**src/inc/ttx_pkg.sv**
```systemverilog
`default_nettype none
package ttx_pkg;
  // ************************************************************
  // Opcode encodings
  // ************************************************************
  localparam logic [7:0] OP_VCALL_HI = 8'hFF;
  localparam logic [7:0] OP_SNARROW = 8'hAE;
  localparam logic [7:0] OP_SNARROW_L = 8'hAF;
  localparam logic [7:0] OP_UNARROW = 8'hAD;
  localparam logic [7:0] OP_XNOR_W = 8'h2C;
  localparam logic [7:0] OP_XNOR_B = 8'h2D;
  localparam logic [7:0] OP_RELEASE = 8'hF6;
  localparam logic [7:0] OP_PROBE_W = 8'h02;
  localparam logic [7:0] OP_PROBE_B = 8'h03;
  // ************************************************************
  // Register file indices and flag word fields
  // ************************************************************
  localparam logic [3:0] REG_FRAME = 4'h0;
  localparam logic [3:0] REG_STACK = 4'hD;
  localparam logic [3:0] REG_ZERO = 4'hF;
  localparam int FLAG_Z = 0;
  localparam int FLAG_N = 1;
  localparam int FLAG_C = 2;
  localparam int FLAG_V = 3;
  localparam int LVL_LO = 4;
  localparam int LVL_HI = 6;
  localparam logic [15:0] STACK_STEP = 16'h0002;
  localparam logic [15:0] RET_STEP = 16'h0001;
  localparam logic [15:0] VEC_BASE_DEF = 16'h0000;
  localparam logic [15:0] WORD_ZERO = 16'h0000;
  localparam logic [7:0] HIGH_ONES = 8'hFF;
  // ************************************************************
  // Sequencer states
  // ************************************************************
  typedef enum logic [2:0] {
    ST_IDLE = 3'b000,
    ST_PUSH_FLAG = 3'b001,
    ST_PUSH_RET = 3'b010,
    ST_GAP = 3'b011,
    ST_VEC_RD = 3'b100,
    ST_REL_GAP = 3'b101,
    ST_REL_RD = 3'b110,
    ST_DONE = 3'b111
  } ttx_state_type;
endpackage
`default_nettype wire
```
**src/hw/ttx_exec.sv**
```systemverilog
`default_nettype none
module ttx_exec
  import ttx_pkg::*;
#(
  parameter logic [15:0] VEC_BASE = VEC_BASE_DEF
)
(
  input wire logic clock_i,
  input wire logic resetn_i,
  input wire logic start_i,
  input wire logic [15:0] opcode_i,
  input wire logic [15:0] src_val_i,
  input wire logic [15:0] dst_val_i,
  input wire logic [15:0] ext_val_i,
  input wire logic [15:0] stack_pointer_i,
  input wire logic [15:0] frame_pointer_i,
  input wire logic [15:0] program_counter_i,
  input wire logic [15:0] cpu_flag_word_i,
  input wire logic [15:0] mem_rdata_i,
  input wire logic mem_ready_i,
  output logic busy_o,
  output logic done_o,
  output logic mem_req_o,
  output logic mem_we_o,
  output logic [15:0] mem_addr_o,
  output logic [15:0] mem_wdata_o,
  output logic reg_we_o,
  output logic [3:0] reg_idx_o,
  output logic [15:0] reg_wdata_o,
  output logic sp_we_o,
  output logic [15:0] sp_wdata_o,
  output logic pc_we_o,
  output logic [15:0] pc_wdata_o,
  output logic [16:0] fetch_addr_o,
  output logic flag_we_o,
  output logic [15:0] cpu_flag_word_o
);

  // ************************************************************
  // Reset synchroniser
  // ************************************************************
  logic rst_meta_ff;
  logic rst_sync_ff;

  // Release reset through two flops so removal is clean
  always_ff @(posedge clock_i or negedge resetn_i)
  begin
    if (!resetn_i)
    begin
      rst_meta_ff <= 1'b0;
      rst_sync_ff <= 1'b0;
    end
    else
    begin
      rst_meta_ff <= 1'b1;
      rst_sync_ff <= rst_meta_ff;
    end
  end

  // ************************************************************
  // Single-cycle flag computations
  // ************************************************************
  function automatic logic [15:0] set_zn(input logic [15:0] flags, input logic zero, input logic neg);
    logic [15:0] f;
    f = flags;
    f[FLAG_Z] = zero;
    f[FLAG_N] = neg;
    return f;
  endfunction

  logic [7:0] op_hi;
  logic [7:0] op_lo;
  logic byte_probe;
  logic byte_xnor;
  logic [15:0] xnor_res;
  logic [15:0] probe_val;
  logic snarrow_v;
  logic lnarrow_v;
  logic unarrow_c;
  logic [15:0] vec_addr;

  assign op_hi = opcode_i[15:8];
  assign op_lo = opcode_i[7:0];
  assign byte_probe = (op_hi == OP_PROBE_B);
  assign byte_xnor = (op_hi == OP_XNOR_B);
  // Byte form zero-extends both, so the top byte of the inverse is all ones
  assign xnor_res = byte_xnor ? {HIGH_ONES, ~(src_val_i[7:0] ^ dst_val_i[7:0])}
                              : ~(src_val_i ^ dst_val_i);
  assign probe_val = byte_probe ? {8'h00, src_val_i[7:0]} : src_val_i;
  // Word fits a byte only when bits 7..15 all agree
  assign snarrow_v = !((&dst_val_i[15:7]) || !(|dst_val_i[15:7]));
  // Long fits a word only when extension bits and bit 15 all agree
  assign lnarrow_v = !((&{ext_val_i, dst_val_i[15]}) || !(|{ext_val_i, dst_val_i[15]}));
  assign unarrow_c = |dst_val_i[15:8];
  // Inverted enumerator doubled gives the byte offset into the table
  assign vec_addr = VEC_BASE + {7'h00, ~op_lo, 1'b0};

  // ************************************************************
  // Sequencer
  // ************************************************************
  ttx_state_type state_ff, nxt_state;
  logic [15:0] sp_ff, nxt_sp;
  logic [15:0] addr_ff, nxt_addr;

  // Next state, memory cycles and register writes
  always_comb
  begin
    logic [15:0] f;
    f = cpu_flag_word_i;
    nxt_state = state_ff;
    nxt_sp = sp_ff;
    nxt_addr = addr_ff;
    mem_req_o = 1'b0;
    mem_we_o = 1'b0;
    mem_addr_o = WORD_ZERO;
    mem_wdata_o = WORD_ZERO;
    reg_we_o = 1'b0;
    reg_idx_o = REG_ZERO;
    reg_wdata_o = WORD_ZERO;
    sp_we_o = 1'b0;
    sp_wdata_o = WORD_ZERO;
    pc_we_o = 1'b0;
    pc_wdata_o = WORD_ZERO;
    flag_we_o = 1'b0;
    cpu_flag_word_o = cpu_flag_word_i;
    done_o = 1'b0;
    case (state_ff)
      ST_IDLE:
      begin
        if (start_i)
        begin
          if (op_hi == OP_VCALL_HI)
          begin
            nxt_sp = stack_pointer_i;
            nxt_addr = vec_addr;
            nxt_state = ST_PUSH_FLAG;
          end
          else if (op_hi == OP_RELEASE)
          begin
            nxt_state = ST_REL_GAP;
          end
          else if (op_hi == OP_SNARROW || op_hi == OP_SNARROW_L)
          begin
            f[FLAG_V] = (op_hi == OP_SNARROW_L) ? lnarrow_v : snarrow_v;
            f[FLAG_C] = 1'b0;
            f[FLAG_N] = f[FLAG_V] ^ dst_val_i[15];
            f[FLAG_Z] = (op_hi == OP_SNARROW_L) ? (dst_val_i == WORD_ZERO)
                                                : (dst_val_i[7:0] == 8'h00);
            flag_we_o = 1'b1;
            cpu_flag_word_o = f;
            done_o = 1'b1;
          end
          else if (op_hi == OP_UNARROW)
          begin
            f = set_zn(f, dst_val_i[7:0] == 8'h00, dst_val_i[7]);
            f[FLAG_C] = unarrow_c;
            f[FLAG_V] = 1'b0;
            flag_we_o = 1'b1;
            cpu_flag_word_o = f;
            done_o = 1'b1;
          end
          else if (op_hi == OP_PROBE_W || op_hi == OP_PROBE_B)
          begin
            // Zero register ignores writes, so the copy only moves flags
            reg_we_o = 1'b1;
            reg_idx_o = REG_ZERO;
            reg_wdata_o = probe_val;
            f = set_zn(f, byte_probe ? (probe_val[7:0] == 8'h00) : (probe_val == WORD_ZERO),
                       byte_probe ? probe_val[7] : probe_val[15]);
            f[FLAG_V] = 1'b0;
            flag_we_o = 1'b1;
            cpu_flag_word_o = f;
            done_o = 1'b1;
          end
          else if (op_hi == OP_XNOR_W || byte_xnor)
          begin
            reg_we_o = 1'b1;
            reg_idx_o = opcode_i[3:0];
            reg_wdata_o = xnor_res;
            f = set_zn(f, byte_xnor ? (xnor_res[7:0] == 8'h00) : (xnor_res == WORD_ZERO),
                       byte_xnor ? xnor_res[7] : xnor_res[15]);
            f[FLAG_V] = 1'b0;
            flag_we_o = 1'b1;
            cpu_flag_word_o = f;
            done_o = 1'b1;
          end
          else
          begin
            done_o = 1'b1;
          end
        end
      end
      ST_PUSH_FLAG:
      begin
        mem_req_o = 1'b1;
        mem_we_o = 1'b1;
        mem_addr_o = sp_ff;
        mem_wdata_o = cpu_flag_word_i;
        if (mem_ready_i)
        begin
          nxt_sp = sp_ff + STACK_STEP;
          nxt_state = ST_PUSH_RET;
        end
      end
      ST_PUSH_RET:
      begin
        mem_req_o = 1'b1;
        mem_we_o = 1'b1;
        mem_addr_o = sp_ff;
        mem_wdata_o = program_counter_i + RET_STEP;
        if (mem_ready_i)
        begin
          nxt_sp = sp_ff + STACK_STEP;
          nxt_state = ST_GAP;
        end
      end
      ST_GAP:
      begin
        // Idle bus cycle; table address was captured at start, so a new opcode cannot steer it
        sp_we_o = 1'b1;
        sp_wdata_o = sp_ff;
        nxt_state = ST_VEC_RD;
      end
      ST_VEC_RD:
      begin
        mem_req_o = 1'b1;
        mem_addr_o = addr_ff;
        if (mem_ready_i)
        begin
          pc_we_o = 1'b1;
          pc_wdata_o = mem_rdata_i;
          f[LVL_HI:LVL_LO] = 3'b111;
          flag_we_o = 1'b1;
          cpu_flag_word_o = f;
          nxt_addr = mem_rdata_i;
          nxt_state = ST_DONE;
        end
      end
      ST_REL_GAP:
      begin
        // Stack pointer takes the frame pointer; flags are never touched
        sp_we_o = 1'b1;
        sp_wdata_o = frame_pointer_i;
        nxt_addr = frame_pointer_i;
        nxt_state = ST_REL_RD;
      end
      ST_REL_RD:
      begin
        mem_req_o = 1'b1;
        mem_addr_o = addr_ff;
        if (mem_ready_i)
        begin
          reg_we_o = 1'b1;
          reg_idx_o = REG_FRAME;
          reg_wdata_o = mem_rdata_i;
          nxt_addr = program_counter_i;
          nxt_state = ST_DONE;
        end
      end
      ST_DONE:
      begin
        done_o = 1'b1;
        nxt_state = ST_IDLE;
      end
      default:
      begin
        nxt_state = ST_IDLE;
      end
    endcase
  end

  // State registers
  always_ff @(posedge clock_i or negedge rst_sync_ff)
  begin
    if (!rst_sync_ff)
    begin
      state_ff <= ST_IDLE;
      sp_ff <= WORD_ZERO;
      addr_ff <= WORD_ZERO;
    end
    else
    begin
      state_ff <= nxt_state;
      sp_ff <= nxt_sp;
      addr_ff <= nxt_addr;
    end
  end

  assign busy_o = (state_ff != ST_IDLE);
  // Code addresses are word addresses, so the fetch byte address is doubled
  assign fetch_addr_o = {addr_ff, 1'b0};

endmodule
`default_nettype wire

```
**config.mk**
```make
export PLATFORM = sky130hd
export DESIGN_NAME = ttx_exec
export DESIGN_NICKNAME = d
export VERILOG_FILES = /design/src/inc/ttx_pkg.sv /design/src/hw/ttx_exec.sv
export SDC_FILE = /design/constraint.sdc
export NUM_CORES = 1
export LEC_CHECK = 0
export BUFFER_PORTS_ARGS = -buffer_cell sky130_fd_sc_hd__buf_2
export CELL_PAD_IN_SITES_DETAIL_PLACEMENT = 1
export CELL_PAD_IN_SITES_GLOBAL_PLACEMENT = 1
export CORE_ASPECT_RATIO = 2
export CORE_MARGIN = 2
export CORE_UTILIZATION = 30
export CTS_BUF_LIST = sky130_fd_sc_hd__clkbuf_8
export DETAILED_ROUTE_END_ITERATION = 10
export HOLD_SLACK_MARGIN = 0.1
export PLACE_DENSITY = 0.9
export SETUP_SLACK_MARGIN = 0.05
export SYNTH_ARGS = -nofsm -noshare
export SYNTH_HDL_FRONTEND = slang
export SYNTH_SLANG_ARGS = --single-unit
```
**constraint.sdc**
```tcl
create_clock -name clock_i -period 2.3 [get_ports clock_i]
set_input_delay 0.115 -clock clock_i [delete_from_list [all_inputs] [get_ports clock_i]]
set_output_delay 0.115 -clock clock_i [all_outputs]
set_load 0.01 [all_outputs]
```
======== Word-level counts from Yosys, hierarchy flattened ========
Cells that the tools add are included.
word-level totals
  output and inout bits ................... 125
  word-level logic and storage cells ...... 147
  bits of input ports ..................... 148
  bits in registers ....................... 37
cells by class
  reduce and logical (&&, ||, !) cells .... 31
  bitwise logic cells ..................... 6
  mux-type cells .......................... 78
  eq/ne operators ......................... 25
  add/subtract/negate cells ............... 2
operators by type and width
  cell                     count
  $mux W16                 18
  $pmux W16 S2             5
  $pmux W16 S4             1
  $mux W4                  15
  $logic_not A16 Y1        3
  $eq A8 B8 Y1 const B     5
  $mux W1                  26
  $logic_not A8 Y1         3
  $pmux W3 S7              1
  $mux W3                  6
  $reduce_and A17 Y1       1
  $reduce_or A17 Y1        1
  $add A16 B1 Y16 const B  1
  $add A16 B2 Y16 const B  1
  $eq A8 B2 Y1 const B     2
  $eq A8 B6 Y1 const B     2
  $not A16 Y16             1
  $not A8 Y8               2
  $xor A16 B16 Y16         1
  $pmux W7 S2              1
  $eq A3 B3 Y1 const B     4
  $ne A2 B2 Y1 const B     6
  $reduce_and A5 Y1        2
  $reduce_and A9 Y1        1
  other kinds (20)         33

======== Longest topological paths before layout ========
Gate-level depths: netlist of the first run.
  word-level depth ........................ 13
  gate-level depth with buffers ........... 10
  mapped depth without buffers ............ 7

======== Worst setup path after synthesis of the first run ========
Ideal clock, no wire load.
  path kind ............................... register to output
  from .................................... reg state_ff[2]
  to ...................................... out reg_wdata_o[2]
  required time ........................... 2.185 ns
  slack ................................... 0.435 ns
  arrival time ............................ 1.750 ns
  stages on the path, launching flop included .. 8
  path buffers ............................ 2
  cells stage by stage .................... dfrtp_1 buf_2 nor4b_1 o31ai_2 nor2_2 buf_2 o21ai_0 nand2_1
between the ends
  cells in the longest elaborated chain, start to end .. 2
  elaborated cells on any way between the ends .. 3
  those cells by class .................... eq/ne (1); mux (1); reduce/logical (1)
RTL lines
  element                                           RTL line         source
  start: declaration                                ttx_exec.sv:101  ttx_state_type state_ff, nxt_state;
  start signal: assignment                          ttx_exec.sv:283  state_ff <= nxt_state;
  $eq A3 B3 Y1 or $logic_not A3 Y1 (tied branches)  ttx_exec.sv:127  case (state_ff)
  $pmux W16 S2 (*)                                  ttx_exec.sv:127
  end: declaration                                  ttx_exec.sv:29   output logic [15:0] reg_wdata_o,
Every way passes the cells marked *; elsewhere a longest branch is shown, timed or not.

======== Final worst setup path of the first run ========
  from .................................... reg state_ff[2]
  to ...................................... out reg_wdata_o[13]
Same word-level chain as after synthesis.

==> flow_metrics.env, run 1 <==
export IMPL_die_y_um=176
export IMPL_tightest_slew_ps=564
export IMPL_power_density_nw_per_um2=977
export IMPL_fin_crit_ps=2250
export IMPL_path_max_fanout=20
export IMPL_synth_seq_area_share=0.208
export IMPL_die_w_um=90.2
export IMPL_routedWlPerCell_um=20.8
export IMPL_ir_drop_mv=0.543
export IMPL_cp_endpoint="reg_wdata_o[13]"
export IMPL_drv_cap=0
export IMPL_cp_required_ps=2180
export IMPL_dp_hpwl_um=18400
export IMPL_synth_nets=772
export IMPL_synth_top_area_frac=0.208
export IMPL_cp_arrival_ps=2130
export IMPL_fillers=1964
export IMPL_max_freq_mhz=445
export IMPL_period_share=0.977
export IMPL_core_um2=14700
export IMPL_start_kind="flop"
export IMPL_io_buffers=271
export IMPL_setup_violations=0
export IMPL_end_kind="primary output"
export IMPL_topRoutingLayerUsed="met5"
export IMPL_postCtsSetupBuffers=0
export IMPL_root_buffer="clkbuf_8"
export IMPL_r2r_end="sp_ff[13]"
export IMPL_placed_area_um2=6010
export IMPL_hp_class="in -> reg"
export IMPL_rr_worst_depth=6
export IMPL_grt_pass1_vias=6355
export IMPL_grt_use_total=0.272
export IMPL_status="finished, final reports clean"
export IMPL_finClkSkew_ps=3.27
export IMPL_cts_buffers=5
export IMPL_clock_sinks=37
export IMPL_worstSetupPathType="reg -> out"
export IMPL_routed_via_density=5.67
export IMPL_num_rows=63
export IMPL_syn_area_um2=4460
export IMPL_cp_startpoint="state_ff[2]"
export IMPL_wl_met3_um=1570
export IMPL_diodes=0
export IMPL_slew_violations=0
export IMPL_hold_start="opcode_i[5]"
export IMPL_stdcell_count=1068
export IMPL_slew_headroom=0.620
export IMPL_ys_types=58
export IMPL_synth_main_ff_cell="dfrtp_1"
export IMPL_fin_area_um2=6160
export IMPL_yosysWarnings=0
export IMPL_cts_tree="done"
export IMPL_grt_start_max_net_pins=43
export IMPL_clk_latency_ps=290
export IMPL_avgSynthCellArea_um2=7.17
export IMPL_async_reset_ff_frac=1.00
export IMPL_synth_top_area_cell="dfrtp_1"
export IMPL_grt_pass1_wl_um=34500
export IMPL_rsz0062_at_grt="yes"
export IMPL_clkSlewWorstSetupHoldPaths_ps=70
export IMPL_r2r_slack_ps=220
export IMPL_synth_seq_cells=37
export IMPL_timing_rr_start="state_ff[2]"
export IMPL_vias=6053
export IMPL_die_area_um2=15900
export IMPL_wl_met2_um=11300
export IMPL_p_total_mw=6.02
export IMPL_dpl_cell_count=1057
export IMPL_io_pins=273
export IMPL_overflow=0
export IMPL_antenna_found_initial=1
export IMPL_htreeDepth=2
export IMPL_drc=0
export IMPL_syn_inst=622
export IMPL_initialDrtViolationCount=246
export IMPL_first_pass_iters=4
export IMPL_drive_gt1_frac=0.385
export IMPL_whs_ps=135
export IMPL_gp_congestion=0.938
export IMPL_ant_nets=0
export IMPL_nNetsFinal=1023
export IMPL_synth_edf_count=0
export IMPL_hold_viol_final=0
export IMPL_met1Wirelength_um=8520
export IMPL_p_leak_nw=3.10
export IMPL_initial_core_util=0.304
export IMPL_synthToLayoutAreaGrowth_pct=38.0
export IMPL_wl_um=22200
export IMPL_clk_path_buf_depth=2
export IMPL_ys_top_cells_by_area="dfrtp_1 (21%), a22o_1 (13%), nand2_1 (5.7%)"
## where the power goes
| group | total [mW] | internal (mW) | leakage, nW | switching, mW |
|---|---|---|---|---|
| clock | 0.461 | 0.234 | 0.0485 | 0.227 |
| sequential | 1.37 | 0.920 | 0.432 | 0.445 |
| combinational | 4.19 | 1.78 | 2.62 | 2.41 |
| total | 6.02 | 2.93 | 3.10 | 3.08 |
## worst min-delay path by stage
stage / to / slack [ps] / cells past startpoint
after floorplan: rst_meta_ff / -180 / 0
after global placement: rst_sync_ff / -100 / 1
after detailed placement: rst_sync_ff / -100 / 1
after CTS: addr_ff[6] / 130 / 3
after global routing: addr_ff[6] / 140 / 3
final: addr_ff[6] / 130 / 3
## Yosys cell counts, drive strengths merged (2+ instances only)
cell	count
mux2i	10
nor2b	6
clkbuf	26
buf	32
nand3	26
nor3	10
inv	20
and2	21
a31oi	3
and4	2
or3	2
xnor2	22
a211oi	3
o22ai	22
o21ai	33
or2	7
nor2	55
nor4	16
ha	2
conb	2
nand2b	3
a21o	10
xor2	10
mux2	9
dfrtp	37
nand4	11
a22oi	2
o31ai	10
nand4b	2
nor4b	2
a21oi	51
a22o	64
nand2	68
and3	6
o211ai	2
## sequential cells by signal, summed over array words and instances, names as in the netlist
register	count
sp_ff	16
rst_sync_ff	1
rst_meta_ff	1
state_ff	3
addr_ff	16
## logic make-up (layout without fill, tap and decap cells)
logic type / Yosys count / in the layout / share of synthesized area
simple gates: 243 / 243 / 0.275
compound gates: 209 / 209 / 0.321
buf+inv: 78 / 329 / 0.0819
flops: 37 / 37 / 0.208
xor+xnor: 32 / 32 / 0.0628
mux: 19 / 19 / 0.0452
fa+ha+maj: 2 / 2 / 0.00561
other cells: 2 / 2 / 0.00168
## placed cells by master (no fill, tap or decap), drive strengths merged, types with 7 or more instances in the layout
master	synthesis	layout
nand2	68	68
nor3	10	10
a22o	64	64
nor4	16	16
dfrtp	37	37
a21o	10	10
nor2	55	55
inv	20	21
and2	21	21
a21oi	51	51
buf	32	298
o31ai	10	10
or2	7	7
mux2	9	9
o22ai	22	22
mux2i	10	10
xor2	10	10
nand4	11	11
xnor2	22	22
o21ai	33	33
nand3	26	26
## critical path, stage by stage (launching register included)
cell     delay [ps]
dfrtp_2         470
buf_4           270
nor2b_1         270
and3_1          240
buf_4           230
a22o_1          200
buf_2           140
## layer usage
metal  global-route usage  up-vias
met5                    0        -
met4               0.0885        2
met3               0.0487       55
met2                0.505      323
met1                0.313     2899
li1                     -     2774
## area by class of cell
cell class / instances / area [um2] / area share
Clock buffer: 6 / 82.6 / 0.0134
Multi-Input combinational cell: 507 / 3190 / 0.518
Tap cell: 195 / 244 / 0.0396
Sequential cell: 37 / 928 / 0.151
Clock inverter: 1 / 3.75 / 0.000610
Inverter: 20 / 75.1 / 0.0122
Timing Repair Buffer: 302 / 1640 / 0.266
## through the flow
stage               setup slack, ps   util  TNS [ps]
floorplan                       435      -         0
global placement                167  0.410         0
detailed placement             45.8  0.410         0
CTS                            33.7  0.419         0
global route                  -44.6  0.420      -281
finish                         52.3  0.420         0
## repair_timing
action                                 CTS  global route
endpoints found under the hold margin    5             0
gates resized for setup                  3             5
hold buffers                             4             0
setup endpoints to repair               40            62
Power figures use the tool's default switching activity.
==> run 2: changes to the inputs <==
--- a/config.mk
+++ b/config.mk
@@ -6,15 +6,13 @@
 export NUM_CORES = 1
 export LEC_CHECK = 0
 export BUFFER_PORTS_ARGS = -buffer_cell sky130_fd_sc_hd__buf_2
-export CELL_PAD_IN_SITES_DETAIL_PLACEMENT = 1
-export CELL_PAD_IN_SITES_GLOBAL_PLACEMENT = 1
 export CORE_ASPECT_RATIO = 2
 export CORE_MARGIN = 2
 export CORE_UTILIZATION = 30
 export CTS_BUF_LIST = sky130_fd_sc_hd__clkbuf_8
 export DETAILED_ROUTE_END_ITERATION = 10
-export HOLD_SLACK_MARGIN = 0.1
-export PLACE_DENSITY = 0.9
+export HOLD_SLACK_MARGIN = 0.02
+export PLACE_DENSITY = 0.66
 export SETUP_SLACK_MARGIN = 0.05
 export SYNTH_ARGS = -nofsm -noshare
 export SYNTH_HDL_FRONTEND = slang
==> flow_metrics.env, run 2 (synthesized netlist as in run 1, its figures left out) <==
export IMPL_clk_latency_ps=290
export IMPL_power_density_nw_per_um2=982
export IMPL_r2r_slack_ps=140
export IMPL_hp_class="in -> reg"
export IMPL_slew_violations=0
export IMPL_io_pins=273
export IMPL_initialDrtViolationCount=420
export IMPL_cp_arrival_ps=2050
export IMPL_path_cells="buf_6 -> nand2_1 -> nor2_1 -> buf_4 -> a22o_1 -> buf_2"
export IMPL_end_kind="primary output"
export IMPL_stdcell_count=1064
export IMPL_first_pass_iters=4
export IMPL_period_share=0.943
export IMPL_rsz0062_at_grt="yes"
export IMPL_cpPeakStageDelay_ps=520
export IMPL_setup_violations=0
export IMPL_ant_nets=0
export IMPL_vias=5826
export IMPL_cts_tree="done"
export IMPL_tightest_slew_ps=577
export IMPL_core_um2=14700
export IMPL_dpl_cell_count=1054
export IMPL_clkPwrFrac=0.082
export IMPL_num_rows=63
export IMPL_fin_util=0.418
export IMPL_die_w_um=90.2
export IMPL_routedWlPerCell_um=19.6
export IMPL_die_area_um2=15900
export IMPL_htreeDepth=2
export IMPL_drive_gt1_frac=0.385
export IMPL_path_max_fanout=20
export IMPL_reg_top3="addr_ff: 16 flops, sp_ff: 16 flops, state_ff: 3 flops"
export IMPL_slew_headroom=0.614
export IMPL_seq_power_share=0.228
export IMPL_whs_ps=70.4
export IMPL_start_kind="flop"
export IMPL_ir_drop_mv=0.470
export IMPL_nNetsFinal=1017
export IMPL_synthToLayoutAreaGrowth_pct=37.4
export IMPL_die_y_um=176
export IMPL_antenna_found_initial=1
export IMPL_grt_pass1_vias=5562
export IMPL_intPower_mw=2.91
export IMPL_drv_cap=0
export IMPL_whs_path_depth=3
export IMPL_drc=0
export IMPL_hold_viol_final=0
export IMPL_grt_use_total=0.249
export IMPL_worstSetupPathType="reg -> out"
export IMPL_gp_congestion=0.959
export IMPL_p_sw_mw=3.10
export IMPL_overflow=0
export IMPL_grt_start_max_net_pins=46
export IMPL_clock_sinks=37
export IMPL_final_cell_mix="buf_2 (271), nand2_1 (68), a22o_1 (64), nor2_1 (53), a21oi_1 (50)"
export IMPL_initial_core_util=0.304
export IMPL_wl_um=20900
export IMPL_rr_worst_depth=5
export IMPL_pwr_share_comb=0.690
export IMPL_max_freq_mhz=461
export IMPL_fin_crit_ps=2170
export IMPL_p_leak_nw=3.08
export IMPL_routed_via_density=5.48
export IMPL_clkSlewWorstSetupHoldPaths_ps=80
export IMPL_io_buffers=271
export IMPL_clk_path_buf_depth=2
export IMPL_crit_path_top_delay_cell="dfrtp_2"
export IMPL_final_common_cell="buf_2"
export IMPL_status="finished, final reports clean"
export IMPL_cp_required_ps=2180
export IMPL_dp_hpwl_um=17100
export IMPL_grt_pass1_wl_um=31400
export IMPL_root_buffer="clkbuf_8"
export IMPL_swShare=0.515
export IMPL_cts_buffers=5
export IMPL_fillers=1611
export IMPL_finClkSkew_ps=10.9
[run 2: changes by cell type in the layout (fill, tap and decap cells not counted), sizes merged]
cell,delta
diode,+1
dlygate4sd3,-3
clkinv,+2
inv,-1
buf,-3
[run 2: final timing paths]
kind | to | start
setup / recovery | sp_wdata_o[7] | state_ff[0]
hold reg to reg | sp_ff[12] | rst_sync_ff
setup reg to reg | sp_ff[3] | state_ff[2]
max in group asynchronous | state_ff[2] | rst_sync_ff
hold / removal | sp_ff[1] | stack_pointer_i[1]
min in group asynchronous | rst_sync_ff | resetn_i
[run 2: power groups by stage]
stage	combinational [mW]	clock, mW	sequential (mW)
floorplan	2.61	0	1.18
global placement	4.04	0	1.34
detailed placement	4.09	0	1.35
CTS	4.12	0.504	1.34
global route	4.52	0.524	1.40
finish	4.15	0.492	1.37
[run 2: area by class of cell]
type / instances / area, um2 / share of cell area
well taps: 195 / 244 / 0.0398
diodes: 1 / 2.50 / 0.000408
flip-flops and latches: 37 / 930 / 0.152
multi-input cells: 507 / 3200 / 0.522
clock buffers: 6 / 82.6 / 0.0135
clock inverters: 2 / 13.8 / 0.00225
inverters: 20 / 75.1 / 0.0123
repair buffers: 296 / 1580 / 0.258
[run 2: worst max-delay path: cells and delay by family, from the launching register on]
kind,cells,cell delay [ps]
and+or+nand+nor,2,360
AOI/OAI and AO/OA,1,200
buffers and inverters,3,680
DFF,1,520
[run 2: timing repair]
| action | 4_1_cts | 5_1_grt |
|---|---|---|
| resized for setup | 3 | 8 |
| setup buffers | 0 | 0 |
| endpoints found under the hold margin | 2 | 0 |
| hold buffers | 1 | 0 |
| endpoints found under the setup margin | 33 | 65 |
[run 2: stage by stage]
step,TNS [ps],total power [mW],setup WS (ps),area [um2]
after global routing,-11.2,6.44,-11.2,6130
after detailed placement,0,5.44,171,5980
after global placement,0,5.38,246,5980
after floorplan,0,3.79,435,4460
after CTS,0,5.97,52.8,6100
final,0,6.01,131,6130
[run 2: routing by layer]
| metal | vias up | GRT usage | wire length (um) |
|---|---|---|---|
| met5 | - | 0 | 0 |
| li1 | 2767 | - | - |
| met3 | 18 | 0.0563 | 1800 |
| met2 | 326 | 0.428 | 9970 |
| met4 | 0 | 0.0558 | 399 |
| met1 | 2715 | 0.318 | 8690 |
==> run 3: changes to the inputs <==
--- a/config.mk
+++ b/config.mk
@@ -9,7 +9,6 @@
 export CORE_ASPECT_RATIO = 2
 export CORE_MARGIN = 2
 export CORE_UTILIZATION = 30
-export CTS_BUF_LIST = sky130_fd_sc_hd__clkbuf_8
 export DETAILED_ROUTE_END_ITERATION = 10
 export HOLD_SLACK_MARGIN = 0.02
 export PLACE_DENSITY = 0.66
==> flow_metrics.env, run 3 (synthesized netlist as in run 1, its figures left out) <==
export IMPL_status="finished, final reports clean"
export IMPL_start_kind="flop"
export IMPL_grt_pass1_vias=5559
export IMPL_overflow=0
export IMPL_grt_pass1_wl_um=31600
export IMPL_cp_depth=7
export IMPL_routed_via_density=5.49
export IMPL_max_freq_mhz=468
export IMPL_initial_core_util=0.304
export IMPL_power_density_nw_per_um2=1010
export IMPL_cp_required_ps=2180
export IMPL_r2r_slack_ps=280
export IMPL_drv_cap=0
export IMPL_whs_path_depth=3
export IMPL_die_w_um=90.2
export IMPL_reg_top3="addr_ff: 16 flops, sp_ff: 16 flops, state_ff: 3 flops"
export IMPL_final_common_cell="buf_2"
export IMPL_hold_viol_final=0
export IMPL_clock_sinks=37
export IMPL_wl_um=21000
export IMPL_setup_violations=0
export IMPL_path_cells="nor4b_4 -> o31ai_4 -> nor2_2 -> buf_4 -> o21ai_0 -> nand2_1 -> buf_2"
export IMPL_cts_tree="done"
export IMPL_initialDrtViolationCount=429
export IMPL_final_cell_mix="buf_2 (271), nand2_1 (68), a22o_1 (64), nor2_1 (52), a21oi_1 (50)"
export IMPL_synthToLayoutAreaGrowth_pct=38.8
export IMPL_antenna_found_initial=2
export IMPL_hp_class="in -> reg"
export IMPL_die_y_um=176
export IMPL_fin_ws_ps=166
export IMPL_path_max_fanout=17
export IMPL_finClkSkew_ps=6.39
export IMPL_clkSlewWorstSetupHoldPaths_ps=60
export IMPL_end_kind="primary output"
export IMPL_cts_buffers=5
export IMPL_die_area_um2=15900
export IMPL_clk_latency_ps=280
export IMPL_io_pins=273
export IMPL_core_um2=14700
export IMPL_routedWlPerCell_um=19.7
export IMPL_io_buffers=271
export IMPL_crit_path_top_delay_cell="dfrtp_1"
export IMPL_drc=0
export IMPL_cp_arrival_ps=2020
export IMPL_tightest_slew_ps=561
export IMPL_slew_violations=0
export IMPL_clk_path_buf_depth=2
export IMPL_p_total_mw=6.25
export IMPL_nNetsFinal=1017
export IMPL_critPathTopFamily="simple AND/OR/NAND/NOR gates"
export IMPL_dp_slack_ps=171
export IMPL_rsz0062_at_grt="yes"
export IMPL_gp_congestion=0.959
export IMPL_drive_gt1_frac=0.385
export IMPL_cpPeakStageDelay_ps=480
export IMPL_rr_worst_depth=5
export IMPL_crit_buf_inv=2
export IMPL_whs_ps=65.2
export IMPL_htreeDepth=2
export IMPL_num_rows=63
export IMPL_root_buffer="clkbuf_16"
export IMPL_ant_nets=0
export IMPL_slew_headroom=0.625
export IMPL_vias=5846
export IMPL_dp_hpwl_um=17100
export IMPL_worstSetupPathType="reg -> out"
export IMPL_p_leak_nw=3.11
export IMPL_grt_use_total=0.250
export IMPL_grt_start_max_net_pins=46
export IMPL_first_pass_iters=5
export IMPL_postCtsSetupBuffers=0
export IMPL_fin_crit_ps=2130
export IMPL_period_share=0.928
export IMPL_ir_drop_mv=0.410
run 3: metal layers:
layer  vias up  track usage  routed length, um
li1       2770            -                  -
met1      2711        0.322               8700
met2       340        0.424               9940
met3        23       0.0555               1830
met4         2       0.0667                497
met5         -            0                 10
run 3: path summary, 6_finish.rpt:
check,start,endpoint
max,state_ff[1],reg_wdata_o[3]
min,stack_pointer_i[1],sp_ff[1]
max reg2reg,state_ff[1],sp_ff[3]
min reg2reg,rst_sync_ff,sp_ff[9]
max in group asynchronous,rst_sync_ff,state_ff[0]
min in group asynchronous,resetn_i,rst_meta_ff
run 3: timing repair:
action	4_1_cts	5_1_grt
hold endpoints to repair	2	0
gates resized for setup	2	10
hold buffers	1	0
setup endpoints to repair	26	59
run 3: power by group:
| group | switching, mW | internal, mW | leakage (nW) |
|---|---|---|---|
| registers | 0.450 | 0.921 | 0.432 |
| logic | 2.41 | 1.76 | 2.60 |
| clock network | 0.279 | 0.431 | 0.0768 |
run 3: final cells by class:
| type | count | area (um2) |
|---|---|---|
| clock inverter | 2 | 13.8 |
| sequential | 37 | 928 |
| inverter | 20 | 75.1 |
| fill | 1602 | 8470 |
| multi-input combinational | 507 | 3210 |
| timing repair buffer | 296 | 1580 |
| antenna | 1 | 2.50 |
| tap | 195 | 244 |
| clock buffer | 6 | 139 |
run 3: per-stage QoR:
stage	instance area, um2	instances	setup TNS, ps	utilization
2_1_floorplan	4460	622	0	-
3_3_place_gp	5980	1054	0	0.408
3_5_place_dp	5980	1054	0	0.408
4_1_cts	6150	1063	0	0.419
5_1_grt	6190	1064	-15.3	0.422
6_report	6190	1064	0	0.422
run 3: worst register-to-register path, delay by kind of cell (launching register included):
family          cells  cell delay (ps)
simple gates        2              860
compound gates      3              600
flops               1              480
